===== config.mk =====
export PLATFORM = sky130hd
export DESIGN_NAME = scl_state_legality
export DESIGN_NICKNAME = d
export VERILOG_FILES = /design/src/logic/scl_pkg.sv /design/src/logic/scl_cmd_decode.sv /design/src/logic/scl_wait_timer.sv /design/src/logic/scl_state_legality.sv
export SDC_FILE = /design/constraint.sdc
export NUM_CORES = 1
export LEC_CHECK = 0
export BUFFER_PORTS_ARGS = -buffer_cell sky130_fd_sc_hd__buf_2
export CAP_MARGIN = 20
export CELL_PAD_IN_SITES_DETAIL_PLACEMENT = 0
export CELL_PAD_IN_SITES_GLOBAL_PLACEMENT = 1
export CORE_MARGIN = 3
export CORE_UTILIZATION = 41
export CTS_CLUSTER_SIZE = 30
export DETAILED_ROUTE_END_ITERATION = 10
export MAX_ROUTING_LAYER = met4
export PLACE_DENSITY = 0.8
export SLEW_MARGIN = 20
export SYNTH_ARGS = -nofsm -noshare
export SYNTH_HDL_FRONTEND = slang
export SYNTH_SLANG_ARGS = --single-unit
export TNS_END_PERCENT = 100

===== constraint.sdc =====
create_clock -name clk -period 1.95 [get_ports clk]
set_input_delay 0 -clock clk [delete_from_list [all_inputs] [get_ports clk]]
set_output_delay 0 -clock clk [all_outputs]
set_load 0.01 [all_outputs]

===== src/logic/scl_pkg.sv =====
// Shared constants and types for the command legality block.
// Assumes a single 40 MHz clock and an active low asynchronous reset.
`default_nettype none
package scl_pkg;
	// ==========================================================
	// Clock and timing
	// ==========================================================
	localparam int CLK_PERIOD_NS = 25; // 40 MHz
	localparam int LAST_DATA_TO_IDLE_NS = 50; // Write recovery with auto-close
	localparam int ROW_CLOSE_NS = 30; // Refresh busy time
	localparam int ROW_CYCLE_NS = 90; // Self-retention recovery
	localparam int SETUP_LOAD_CYCLES = 2; // Setup register load delay
	localparam int LAST_DATA_TO_IDLE_CYC =
		(LAST_DATA_TO_IDLE_NS + CLK_PERIOD_NS - 1) / CLK_PERIOD_NS;
	localparam int ROW_CLOSE_CYC = (ROW_CLOSE_NS + CLK_PERIOD_NS - 1) / CLK_PERIOD_NS;
	localparam int ROW_CYCLE_CYC = (ROW_CYCLE_NS + CLK_PERIOD_NS - 1) / CLK_PERIOD_NS;
	localparam int CNT_W = 8; // Wait counter width
	// ==========================================================
	// Pin widths and field positions
	// ==========================================================
	localparam int ADDR_W = 12; // A0..A11
	localparam int BANK_BIT = 11; // A11 selects bank
	localparam int CLOSE_ALL_BIT = 10; // A10 selects every row on close
	localparam int AUTOCLOSE_BIT = 10; // A10 selects auto-close on column cmds
	localparam int BL_LSB = 0; // Burst length field
	localparam int BL_W = 3;
	localparam logic [2:0] BL_FULL_PAGE = 3'h7;
	localparam logic [ADDR_W-1:0] MODE_RESET = 12'h000;
	// ==========================================================
	// Commands, coded cs_n ras_n cas_n we_n
	// ==========================================================
	typedef enum logic [3:0] {
		SCL_DESELECT = 4'h0,
		SCL_IDLE_CYCLE = 4'h1,
		SCL_BURST_HALT = 4'h2,
		SCL_READ = 4'h3,
		SCL_WRITE = 4'h4,
		SCL_ROW_OPEN = 4'h5,
		SCL_ROW_CLOSE = 4'h6,
		SCL_REFRESH = 4'h7,
		SCL_SETUP_LOAD = 4'h8
	} scl_cmd_t;
	// Device wide states, one-hot
	typedef enum logic [6:0] {
		ST_IDLE = 7'h01,
		ST_REFRESH = 7'h02,
		ST_SETUP = 7'h04,
		ST_POWER_DOWN = 7'h08,
		ST_SELF_RET = 7'h10,
		ST_SELF_REC = 7'h20,
		ST_BANKS = 7'h40
	} scl_state_t;
	// Per-bank states, one-hot
	typedef enum logic [2:0] {
		BK_IDLE = 3'h1,
		BK_ACTIVE = 3'h2,
		BK_WR_AUTOCLOSE = 3'h4
	} scl_bank_t;
endpackage
`default_nettype wire


===== src/logic/scl_cmd_decode.sv =====
// Decodes the four strobe pins into a command code.
// Assumes pins are sampled synchronously by the parent.
`default_nettype none
module scl_cmd_decode
	import scl_pkg::*;
(
	// Strobes
	input wire logic cs_n,
	input wire logic ras_n,
	input wire logic cas_n,
	input wire logic we_n,
	// Decoded command
	output scl_pkg::scl_cmd_t cmd
);
	// ==========================================================
	// Decode
	// ==========================================================
	// strobe pin encoding
	always_comb begin
		if (cs_n) begin
			cmd = SCL_DESELECT;
		end else begin
			unique case ({ras_n, cas_n, we_n})
				3'h7: cmd = SCL_IDLE_CYCLE;
				3'h6: cmd = SCL_BURST_HALT;
				3'h5: cmd = SCL_READ;
				3'h4: cmd = SCL_WRITE;
				3'h3: cmd = SCL_ROW_OPEN;
				3'h2: cmd = SCL_ROW_CLOSE;
				3'h1: cmd = SCL_REFRESH;
				default: cmd = SCL_SETUP_LOAD;
			endcase
		end
	end
endmodule
`default_nettype wire


===== src/logic/scl_wait_timer.sv =====
// Down counter that loads a wait and flags its last counted cycle.
// Assumes load takes priority over counting.
`default_nettype none
module scl_wait_timer
	import scl_pkg::*;
#(
	parameter int W = scl_pkg::CNT_W
) (
	// Clock and reset
	input wire logic clk,
	input wire logic resetn,
	// Control
	input wire logic load,
	input wire logic [W-1:0] value,
	// Status
	output logic done
);
	logic [W-1:0] cnt_reg; // Remaining cycles
	// ==========================================================
	// Counter
	// ==========================================================
	always_ff @(posedge clk or negedge resetn) begin
		if (!resetn) begin
			cnt_reg <= '0;
		end else if (load) begin
			cnt_reg <= value;
		end else if (cnt_reg != '0) begin
			cnt_reg <= cnt_reg - 1'b1;
		end
	end
	// Done on the last counted edge, so a wait of N leaves after N edges
	assign done = (cnt_reg <= W'(1)) && !load;
endmodule
`default_nettype wire


===== src/logic/scl_state_legality.sv =====
// Command legality and state tracking for a two-bank synchronous DRAM.
// Assumes the controller meets open-to-column, bank gap and row-open
// minimum times; these are not tracked here.
// Overview of operation
// - Write auto-close: idle after last-data time
// - Refresh: no-ops, idle after row-close time
// - Setup load: only no-ops until delay
// - Four strobe pins encode nine commands
// - Every input but resetn sampled on rising edge
// - Setup load stores A0..A11 as opcode
// - Refresh ignores address and data pins
// - Self-retention ignores all but clock gate and command at gate rise
// - Burst halt valid only at full page; refresh and setup waits accept it at any length
// - Gate low, both idle: power-down
// - Refresh with gate low: self-retention
// - Auto-close closes bank after burst
// - Self-retention exit and recovery via gate
// - Gate drop in recovery: power-down next
// - Gate rise ends clock suspend next cycle
// - Gate rise wakes inputs; setup wait
// - Gate rise ends power-down to idle
`default_nettype none
module scl_state_legality
	import scl_pkg::*;
#(
	parameter int BURST_W = 4 // Burst length counter width
) (
	// Clock and reset
	input wire logic clk,
	input wire logic resetn,
	// Command pins
	input wire logic clock_gate_in,
	input wire logic chip_select_n,
	input wire logic row_strobe_n,
	input wire logic column_strobe_n,
	input wire logic write_strobe_n,
	input wire logic [scl_pkg::ADDR_W-1:0] addr,
	// Status
	output scl_pkg::scl_state_t dev_state,
	output logic [1:0] bank_idle,
	output logic [scl_pkg::ADDR_W-1:0] mode_reg,
	output logic illegal_cmd,
	output logic clock_suspended
);
	import scl_pkg::*;
	// ==========================================================
	// Input capture and decode
	// ==========================================================
	scl_cmd_t cmd; // Decoded command
	logic gate_prev_reg; // Clock gate sample n-1
	logic burst_ok; // Burst halt accepted
	scl_state_t state_reg; // Device state
	scl_state_t state_next;
	scl_bank_t bank_reg [2]; // Per-bank state
	logic [BURST_W-1:0] burst_reg [2]; // Remaining burst beats
	logic [ADDR_W-1:0] mode_reg_reg; // Operating code
	logic suspend_reg; // Clock suspend flag
	logic illegal_reg; // Registered illegal flag
	logic illegal_next;
	logic wait_load; // Global timer load
	logic [CNT_W-1:0] wait_val;
	logic wait_done;
	logic [1:0] wr_load; // Per-bank write recovery load
	logic [1:0] wr_done;
	logic sel_bank; // Bank from A11
	logic both_idle;
	logic nop_like; // Deselect, idle cycle or halt
	logic quiet; // Deselect or idle cycle
	// all pins taken as synchronous to the clock edge
	scl_cmd_decode u_dec (
		.cs_n(chip_select_n),
		.ras_n(row_strobe_n),
		.cas_n(column_strobe_n),
		.we_n(write_strobe_n),
		.cmd(cmd)
	);
	assign sel_bank = addr[BANK_BIT];
	assign both_idle = (bank_reg[0] == BK_IDLE) && (bank_reg[1] == BK_IDLE);
	assign nop_like = (cmd == SCL_DESELECT) || (cmd == SCL_IDLE_CYCLE)
		|| (cmd == SCL_BURST_HALT);
	assign quiet = (cmd == SCL_DESELECT) || (cmd == SCL_IDLE_CYCLE);
	// burst halt only with full page length, checked in idle and bank states
	assign burst_ok = mode_reg_reg[BL_LSB +: BL_W] == BL_FULL_PAGE;
	// ==========================================================
	// Timers
	// ==========================================================
	scl_wait_timer #(.W(CNT_W)) u_wait (
		.clk(clk),
		.resetn(resetn),
		.load(wait_load),
		.value(wait_val),
		.done(wait_done)
	);
	genvar gi;
	generate
		for (gi = 0; gi < 2; gi++) begin : g_bank_tmr
			scl_wait_timer #(.W(CNT_W)) u_wr (
				.clk(clk),
				.resetn(resetn),
				.load(wr_load[gi]),
				.value(CNT_W'(LAST_DATA_TO_IDLE_CYC)),
				.done(wr_done[gi])
			);
		end
	endgenerate
	// ==========================================================
	// Clock gate history
	// ==========================================================
	// Previous sample kept for the n-1 / n judgement
	always_ff @(posedge clk or negedge resetn) begin
		if (!resetn) begin
			gate_prev_reg <= 1'b1;
		end else begin
			gate_prev_reg <= clock_gate_in;
		end
	end
	// rising gate ends suspend on the next cycle
	always_ff @(posedge clk or negedge resetn) begin
		if (!resetn) begin
			suspend_reg <= 1'b0;
		end else if (state_reg == ST_BANKS && !clock_gate_in) begin
			suspend_reg <= 1'b1;
		end else if (clock_gate_in) begin
			suspend_reg <= 1'b0;
		end
	end
	// ==========================================================
	// Device state machine
	// ==========================================================
	always_comb begin
		state_next = state_reg;
		illegal_next = 1'b0;
		wait_load = 1'b0;
		wait_val = '0;
		unique case (state_reg)
			ST_IDLE: begin
				// refresh with gate dropping enters self-retention
				if (!clock_gate_in && cmd == SCL_REFRESH) begin
					state_next = ST_SELF_RET;
				// gate low with banks idle powers down
				end else if (!clock_gate_in) begin
					state_next = ST_POWER_DOWN;
				end else if (cmd == SCL_REFRESH) begin
					state_next = ST_REFRESH;
					wait_load = 1'b1;
					wait_val = CNT_W'(ROW_CLOSE_CYC);
				end else if (cmd == SCL_SETUP_LOAD) begin
					state_next = ST_SETUP;
					wait_load = 1'b1;
					wait_val = CNT_W'(SETUP_LOAD_CYCLES);
				end else if (cmd == SCL_ROW_OPEN) begin
					state_next = ST_BANKS;
				end else if (cmd == SCL_BURST_HALT && !burst_ok) begin
					illegal_next = 1'b1;
				end else if (!nop_like && cmd != SCL_ROW_CLOSE) begin
					illegal_next = 1'b1;
				end
			end
			ST_REFRESH: begin
				if (!nop_like) begin
					illegal_next = 1'b1;
				end
				if (wait_done) begin
					state_next = ST_IDLE;
				end
			end
			ST_SETUP: begin
				if (!nop_like) begin
					illegal_next = 1'b1;
				end
				if (wait_done) begin
					state_next = ST_IDLE;
				end
			end
			// gate rise leaves power-down to idle
			// inputs are watched again from the next edge
			ST_POWER_DOWN: begin
				if (clock_gate_in) begin
					state_next = ST_IDLE;
				end
			end
			// only the clock gate is watched here, plus the command on its rising edge
			ST_SELF_RET: begin
				// low-to-high with quiet command starts recovery
				if (!gate_prev_reg && clock_gate_in) begin
					if (quiet) begin
						state_next = ST_SELF_REC;
						wait_load = 1'b1;
						wait_val = CNT_W'(ROW_CYCLE_CYC);
					end else begin
						illegal_next = 1'b1;
					end
				end
			end
			ST_SELF_REC: begin
				// gate drop with quiet command powers down
				if (!clock_gate_in) begin
					if (quiet) begin
						state_next = ST_POWER_DOWN;
					end else begin
						illegal_next = 1'b1;
					end
				// idle once the row cycle time is spent
				end else begin
					if (!quiet) begin
						illegal_next = 1'b1;
					end
					if (wait_done) begin
						state_next = ST_IDLE;
					end
				end
			end
			ST_BANKS: begin
				// global commands need both banks idle
				if (cmd == SCL_REFRESH || cmd == SCL_SETUP_LOAD) begin
					illegal_next = 1'b1;
				// bank commands refused while that bank recovers
				end else if ((cmd == SCL_READ || cmd == SCL_WRITE || cmd == SCL_ROW_OPEN
					|| cmd == SCL_ROW_CLOSE) && bank_reg[sel_bank] == BK_WR_AUTOCLOSE) begin
					illegal_next = 1'b1;
				end else if (cmd == SCL_BURST_HALT && !burst_ok) begin
					illegal_next = 1'b1;
				end
				if (both_idle && !clock_gate_in) begin
					state_next = ST_POWER_DOWN;
				end else if (both_idle && cmd != SCL_ROW_OPEN) begin
					state_next = ST_IDLE;
				end
			end
			default: begin
				state_next = ST_IDLE;
			end
		endcase
	end
	// Device state register
	always_ff @(posedge clk or negedge resetn) begin
		if (!resetn) begin
			state_reg <= ST_IDLE;
		end else begin
			state_reg <= state_next;
		end
	end
	// ==========================================================
	// Bank tracking
	// ==========================================================
	// Banks move only while the device runs bank commands; auto-close recovery ends in any state
	generate
		for (gi = 0; gi < 2; gi++) begin : g_bank
			logic hit;
			logic active_ctx;
			assign hit = (sel_bank == 1'(gi));
			assign active_ctx = (state_reg == ST_IDLE || state_reg == ST_BANKS)
				&& clock_gate_in;
			// auto-close write burst starts recovery timer at burst end
			assign wr_load[gi] = (bank_reg[gi] == BK_ACTIVE) && (burst_reg[gi] ==
				BURST_W'(1)) && active_ctx;
			always_ff @(posedge clk or negedge resetn) begin
				if (!resetn) begin
					bank_reg[gi] <= BK_IDLE;
					burst_reg[gi] <= '0;
				end else if (bank_reg[gi] == BK_WR_AUTOCLOSE) begin
					// bank returns to idle after last-data time
					if (wr_done[gi]) begin
						bank_reg[gi] <= BK_IDLE;
					end
				end else if (active_ctx) begin
					if (burst_reg[gi] != '0) begin
						burst_reg[gi] <= burst_reg[gi] - 1'b1;
						if (burst_reg[gi] == BURST_W'(1)) begin
							bank_reg[gi] <= BK_WR_AUTOCLOSE;
						end
					end
					if (cmd == SCL_ROW_OPEN && hit) begin
						bank_reg[gi] <= BK_ACTIVE;
					end else if (cmd == SCL_ROW_CLOSE
						&& (hit || addr[CLOSE_ALL_BIT])) begin
						bank_reg[gi] <= BK_IDLE;
					end else if ((cmd == SCL_READ || cmd == SCL_WRITE) && hit
						&& addr[AUTOCLOSE_BIT] && bank_reg[gi] == BK_ACTIVE) begin
						burst_reg[gi] <= BURST_W'(1) << mode_reg_reg[1:0];
					end
				end
			end
			assign bank_idle[gi] = (bank_reg[gi] == BK_IDLE);
		end
	endgenerate
	// ==========================================================
	// Mode register and illegal flag
	// ==========================================================
	// setup load stores the address pins
	always_ff @(posedge clk or negedge resetn) begin
		if (!resetn) begin
			mode_reg_reg <= MODE_RESET;
		end else if (state_reg == ST_IDLE && clock_gate_in && cmd == SCL_SETUP_LOAD) begin
			mode_reg_reg <= addr;
		end
	end
	// Illegal command flag, set on the offending edge and held one cycle
	always_ff @(posedge clk or negedge resetn) begin
		if (!resetn) begin
			illegal_reg <= 1'b0;
		end else begin
			illegal_reg <= illegal_next;
		end
	end
	assign dev_state = state_reg;
	assign mode_reg = mode_reg_reg;
	assign illegal_cmd = illegal_reg;
	assign clock_suspended = suspend_reg;
endmodule
`default_nettype wire


==> run metrics, run 1 <==
Synth top cells by count=dfrtp_1, nor2_1, nand2_1, inv_1, o21ai_0; Comb pwr share=44.0%; WL/cell=between 15 and 20 µm; clock root buffer=clkbuf_8; hold path startpoint=addr[11]; final hold vios=0; Peak supply drop=695.9 µV; Hold Path Depth=3; flops & latches, synth=60; Slew Limit Fails=0; antenna cells=0; TritonCTS Buffers=9; synth warn=0; main flop type after synthesis=dfrtp_1; leakage=2.167 nW; Synth area leaders=dfrtp_1, nor2_1, ha_1; Mapped Area=~3700 µm²; IO Count=42; reg-to-reg slack, setup=around 48 ps; CP Launch Type=flop; Die X=~100 µm; drt drc=0; vias in the first global route=3240; CP Capture Type=flop; initial antenna violation count=0; final period utilization=97.53%; Cell variety after synth=69; HP Class=in -> reg; largest family of logic cells by synthesized area=simple AND/OR/NAND/NOR gates; Cells after Synth=between 300 and 400; Starting DRT DRC Count=~200; Yosys top cell area share=38.38%; NumNets Final=515; post-synthesis xor/xnor area fraction=3.838%; Max Cap Viol=0; number of enable flip-flop cells after synthesis=0; Routed WL=9035 µm; final core utilization=roughly 57%; Max Clock Freq=525.8 MHz; capturing point of the worst reg2reg path=dev_state[5]; largest net degree at the start of global routing=61; Die ar.=10070 µm²; CP Max Fanout=4; PwrDens=1326 nW/µm²; Die H=roughly 100 µm; Internal=between 3 and 4 mW; clock buffer depth=2; first-pass GRT wire length=15260 µm; number of setup violations in the final report=0; Starting Density=43.35%; share of layout cells above drive strength 1=31.56%; detailed-route via count=3273; max FFs per register=16; Power Total=between 6 and 7 mW; slew margin rel.=71.63%; insertion delay of the later-clocked pin in the worst-skew pair=350 ps; worst slew pin tran=421.1 ps; cell count of the worst reg-to-reg path=6; Overall Global Routing Usage=19.35%; Clk pin slew, worst setup/hold paths=70 ps; worst-case clock skew=8.554 ps; hold endpoint=bank_reg[1]; Row Count=33; routability cong.=0.8812; Pre-antenna DRT Iters=4; clock sinks=60; Tmin final=1902 ps; syn avg cell area=9.558 µm²; sequential element share of the synthesized area=41.26%; post-synthesis net count=414; filler instances=between 700 and 800; most numerous cell in the Yosys netlist=dfrtp_1; Worst Path Required=2190 ps; sw frac=37.34%; HPWL after DPL=6339 µm; async set or reset register ratio after synthesis=100.0%; Critical Path AT=2140 ps; CTS tree=done; total congestion overflow=0; share of power burned in registers=approximately 34%; Net Switching=2.356 mW; leading area contributor after synthesis=dfrtp_1; post-synthesis simple-gate area fraction=25.09%; reg-to-reg startpoint=dev_state[0]; multiplexer share of the synthesized area=4.798%; Port Buf Inserts=41; ANT nets after route=0; H-tree levels=3; core footprint=8423 µm²; outcome=completed; Via density=5.519; compound-cell area share of the yosys netlist=between 10% and 20%; Synth Area in Adders=4.455%; Clock Power Share=21.7%; Crit Path Class=reg -> reg; synth-to-layout area growth=30.36%
-- critical path: stages, from the launching register on --
cell and delay [ps]:
dfstp_2 580, buf_4 130, nor4b_2 50, and4_1 210, or3_4 390, a41o_1 250
a22o_1 180
-- how the worst max path moves through the flow --
stage | from | to | slack [ps] | cells past startpoint
2_1_floorplan | dev_state[0] | bank_reg[4] | -40 | 5
3_3_place_gp | bank_reg[3] | dev_state[0] | 10 | 5
3_5_place_dp | bank_reg[3] | dev_state[0] | -70 | 5
4_1_cts | bank_reg[3] | dev_state[0] | -3 | 5
5_1_grt | dev_state[0] | mode_reg[1] | -3 | 6
6_report | dev_state[0] | dev_state[5] | 50 | 6
-- cell usage in the layout, fill, tap and decap left out, drive strengths merged, types with 5 or more instances in the layout --
cell,count
a31oi,5
clkbuf,9
dfrtp,56
nand2,22
or3b,5
and2,5
xor2,7
nand2b,5
nor4b,6
nor3,10
nand3,13
and3,5
dlygate4sd3,13
buf,90
xnor2,9
nor2,47
nor2b,6
a21oi,15
nor4,7
ha,13
inv,19
or3,7
nor3b,6
mux2,14
o21ai,18
-- routing by layer --
metal	track usage, %	up-vias	wire [µm]
li1	-	1608	-
met1	25.56	1583	4385
met2	29.26	67	4212
met3	4.031	15	284
met4	7.358	0	153
met5	-	-	0
-- through the flow --
| step | area [µm²] | cells | setup WS, ps | hold WS, ps | TNS (ps) |
|---|---|---|---|---|---|
| floorplan | 3670 | 382 | -35.34 | -295.6 | -323.8 |
| global placement | 4277 | 558 | 11.58 | 32.12 | 0 |
| detailed placement | 4277 | 558 | -72.33 | 34.57 | -74.88 |
| CTS | 4662 | 588 | -3.274 | 21.74 | -3.274 |
| global route | 4760 | 593 | -3.413 | 68.81 | -3.413 |
| finish | 4760 | 593 | 48.23 | 40.11 | 0 |
-- logic make-up (layout without fill, tap and decap cells) --
group                      after synthesis  count (layout)
buffers and inverters                   32             138
muxes                                   15              15
AOI/OAI and AO/OA                       85              85
DFF                                     60              60
xor gates and xnor gates                16              16
adders and majority gates               13              13
and+or+nand+nor                        161             161
-- power by group through the flow --
stage	Sequential (mW)	Clock [mW]	Combinational (mW)
6_report	2.17	1.37	2.77
5_1_grt	2.23	1.45	3.10
4_1_cts	2.16	1.39	2.66
3_5_place_dp	2.17	0	2.59
3_3_place_gp	2.15	0	2.53
2_1_floorplan	2.16	0	1.66
-- layout make-up --
class	instances	area (µm²)	share of cell area (%)
Sequential cell	60	1506	31.65
Inverter	19	71.32	1.498
Clock buffer	9	123.9	2.603
Tap cell	105	131.4	2.760
Timing Repair Buffer	103	732.0	15.38
Multi-Input combinational cell	290	2079	43.69
Clock inverter	7	115.1	2.419
-- repair_timing --
| action | in CTS | in global routing |
|---|---|---|
| pin swaps | 0 | 5 |
| resized for setup | 2 | 14 |
| hold endpoints to repair | 72 | 0 |
| cloned | 0 | 0 |
| setup endpoints to repair | 16 | 28 |
| hold buffers | 13 | 0 |
| setup buffers | 1 | 5 |
Note: power is estimated with default switching activity, not from simulation.
==> run 2, diff against run 1 <==
RECOVER_POWER = 50   (was default)
==> run 2 against run 1 <==
Register-to-register slack barely moved. Critical path depth did not move. Sequential share of layout area rose by 0.18 points. Via count fell by 0.52%. Sequential power barely moved. Routed wire length fell by 0.55%. Largest power group unchanged. Highest routed layer unchanged.
==> run metrics, run 2 (same netlist as run 1, synthesis figures left out) <==
slew margin rel.=1.348% (-70 points); H-tree levels=3 (unchanged); Die H=100.4 µm (unchanged); initial antenna violation count=0 (unchanged); Clk pin slew, worst setup/hold paths=70 ps (about the same); clock buffer depth=2 (unchanged); Met2 Routed Length=4179 µm (-0.78%); share of layout cells above drive strength 1=29.51% (-2.0 points); first-pass GRT wire length=15260 µm (unchanged); Worst Setup EP=dev_state[5]; HP Class=in -> reg; number of setup violations in the final report=0 (unchanged); Critical Path AT=2140 ps (about the same); drt drc=0 (unchanged); worst-case clock skew=9.371 ps (+0.8174 ps); capturing point of the worst reg2reg path=dev_state[5]; largest net degree at the start of global routing=61 (unchanged); ANT nets after route=0 (unchanged); Hold Path Depth=3 (unchanged); HPWL after DPL=6339 µm (unchanged); Overall Global Routing Usage=19.35% (unchanged); TritonCTS Buffers=9 (unchanged); total congestion overflow=0 (unchanged); Finished Layout Cells=593 (unchanged); CP Max Fanout=4 (unchanged); met3 WL=278 µm (-2.1%); core footprint=8423 µm² (unchanged); antenna cells=0 (unchanged); final setup TNS=0 ps (unchanged); wl on met1=4382 µm (about the same); clock sinks=60 (unchanged); Die ar.=10070 µm² (unchanged); Power Total=6.282 mW (-0.45%); NumNets Final=515 (unchanged); Buf/Inv on CP=1 (unchanged); insertion delay of the later-clocked pin in the worst-skew pair=350 ps (about the same); Crit-path slowest cell=dfstp_2; CP Launch Type=flop; critical-path cell list=buf_4 -> nor4b_2 -> and4_1 -> or3_4 -> a41o_1 -> a22o_1; Max Cap Viol=0 (unchanged); Starting Density=43.35% (unchanged); Top Layer Used=met4; PwrDens=1328 nW/µm² (+0.13%); Port Buf Inserts=41 (unchanged); post-placement cell count=558 (unchanged); Row Count=33 (unchanged); CP Depth=6 (unchanged); clock root buffer=clkbuf_8; Via density=5.491 (-0.52%); Starting DRT DRC Count=185 (-6.6%); IO Count=42 (unchanged); Tmin final=1902 ps (-0.2661 ps); WL/cell=15.15 µm (-0.55%); Crit path max-delay family=simple AND/OR/NAND/NOR gates; vias in the first global route=3240 (unchanged); Slew Limit Fails=0 (unchanged); worst slew pin tran=1480 ps (+1059 ps); hold slack final=38.45 ps (-1.664 ps); CP Capture Type=flop; Crit Path Class=reg -> reg; CP startpoint=dev_state[0]; max FFs per register=16 (unchanged); most frequent cells in the layout=dfrtp_1, nor2_1, buf_4, buf_2, nand2_1; commonest non-fill, non-tap cell in the layout=dfrtp_1; leakage=2.126 nW (-1.9%); final hold vios=0 (unchanged); reg-to-reg slack, setup=50 ps (about the same); Pre-antenna DRT Iters=4 (unchanged); Max Clock Freq=525.9 MHz (about the same); Peak supply drop=696.0 µV (about the same); outcome=completed; final period utilization=97.51% (about the same); cell count of the worst reg-to-reg path=6 (unchanged); Worst Path Required=2190 ps (about the same); routability cong.=0.8812 (unchanged); Routed WL=8985 µm (-0.55%); synth-to-layout area growth=29.61%; detailed-route via count=3256 (-0.52%); Largest stage delay, worst path=580 ps (about the same); Die X=100.4 µm (unchanged); reg-to-reg startpoint=dev_state[0]; CTS tree=done
## run 2: cell types whose count changed in the layout (fill, tap and decap cells not counted)
| cell | previous run | this run |
|---|---|---|
| buf_2 | 41 | 31 |
| buf_12 | 2 | 1 |
| clkbuf_1 | 0 | 10 |
| clkbuf_2 | 0 | 1 |
## run 2: worst min-delay path, stage by stage
cell,delay [ps]
buf_2,170
nand4_1,90
o21ai_0,70
## run 2: timing repair
item | 4_1_cts | 5_1_grt
gates resized for setup | 2 | 14
gates cloned | 0 | 0
buffers inserted | 1 | 5
setup endpoints to repair | 16 | 28
endpoints found under the hold margin | 72 | 0
hold buffers | 13 | 0
pin swaps | 0 | 5
## run 2: layout make-up
class / instances / area [µm²]
multi-input combinational: 290 / 2079
fill: 781 / 3691
sequential: 60 / 1506
timing repair buffer: 103 / 704.4
clock buffer: 9 / 123.9
clock inverter: 7 / 115.1
tap: 105 / 131.4
inverter: 19 / 71.32
## run 2: through the flow
step / area, µm² / utilization, % / setup slack [ps]
floorplan: 3670 / - / -35.34
global placement: 4277 / 50.77 / 11.58
detailed placement: 4277 / 50.77 / -72.33
CTS: 4662 / 55.35 / -3.274
global route: 4732 / 56.18 / -3.413
finish: 4732 / 56.18 / 48.49
## run 2: report_power, final
part	total, mW	switching [mW]	internal, mW
combinational	2.75	1.38	1.36
sequential	2.17	0.443	1.73
clock	1.37	0.523	0.843
## run 2: worst min-delay path by stage
stage / from / endpoint
final: addr[11] / bank_reg[1]
after global routing: addr[11] / bank_reg[1]
after CTS: addr[11] / bank_reg[1]
after floorplan: resetn / bank_reg[1]
after detailed placement: resetn / u_wait.cnt_reg[3]
after global placement: resetn / u_wait.cnt_reg[0]
## run 2: routing by layer
| metal | track usage, % | vias up |
|---|---|---|
| li1 | - | 1607 |
| met4 | 7.358 | 0 |
| met2 | 29.26 | 67 |
| met3 | 4.031 | 13 |
| met1 | 25.56 | 1569 |
| met5 | - | - |
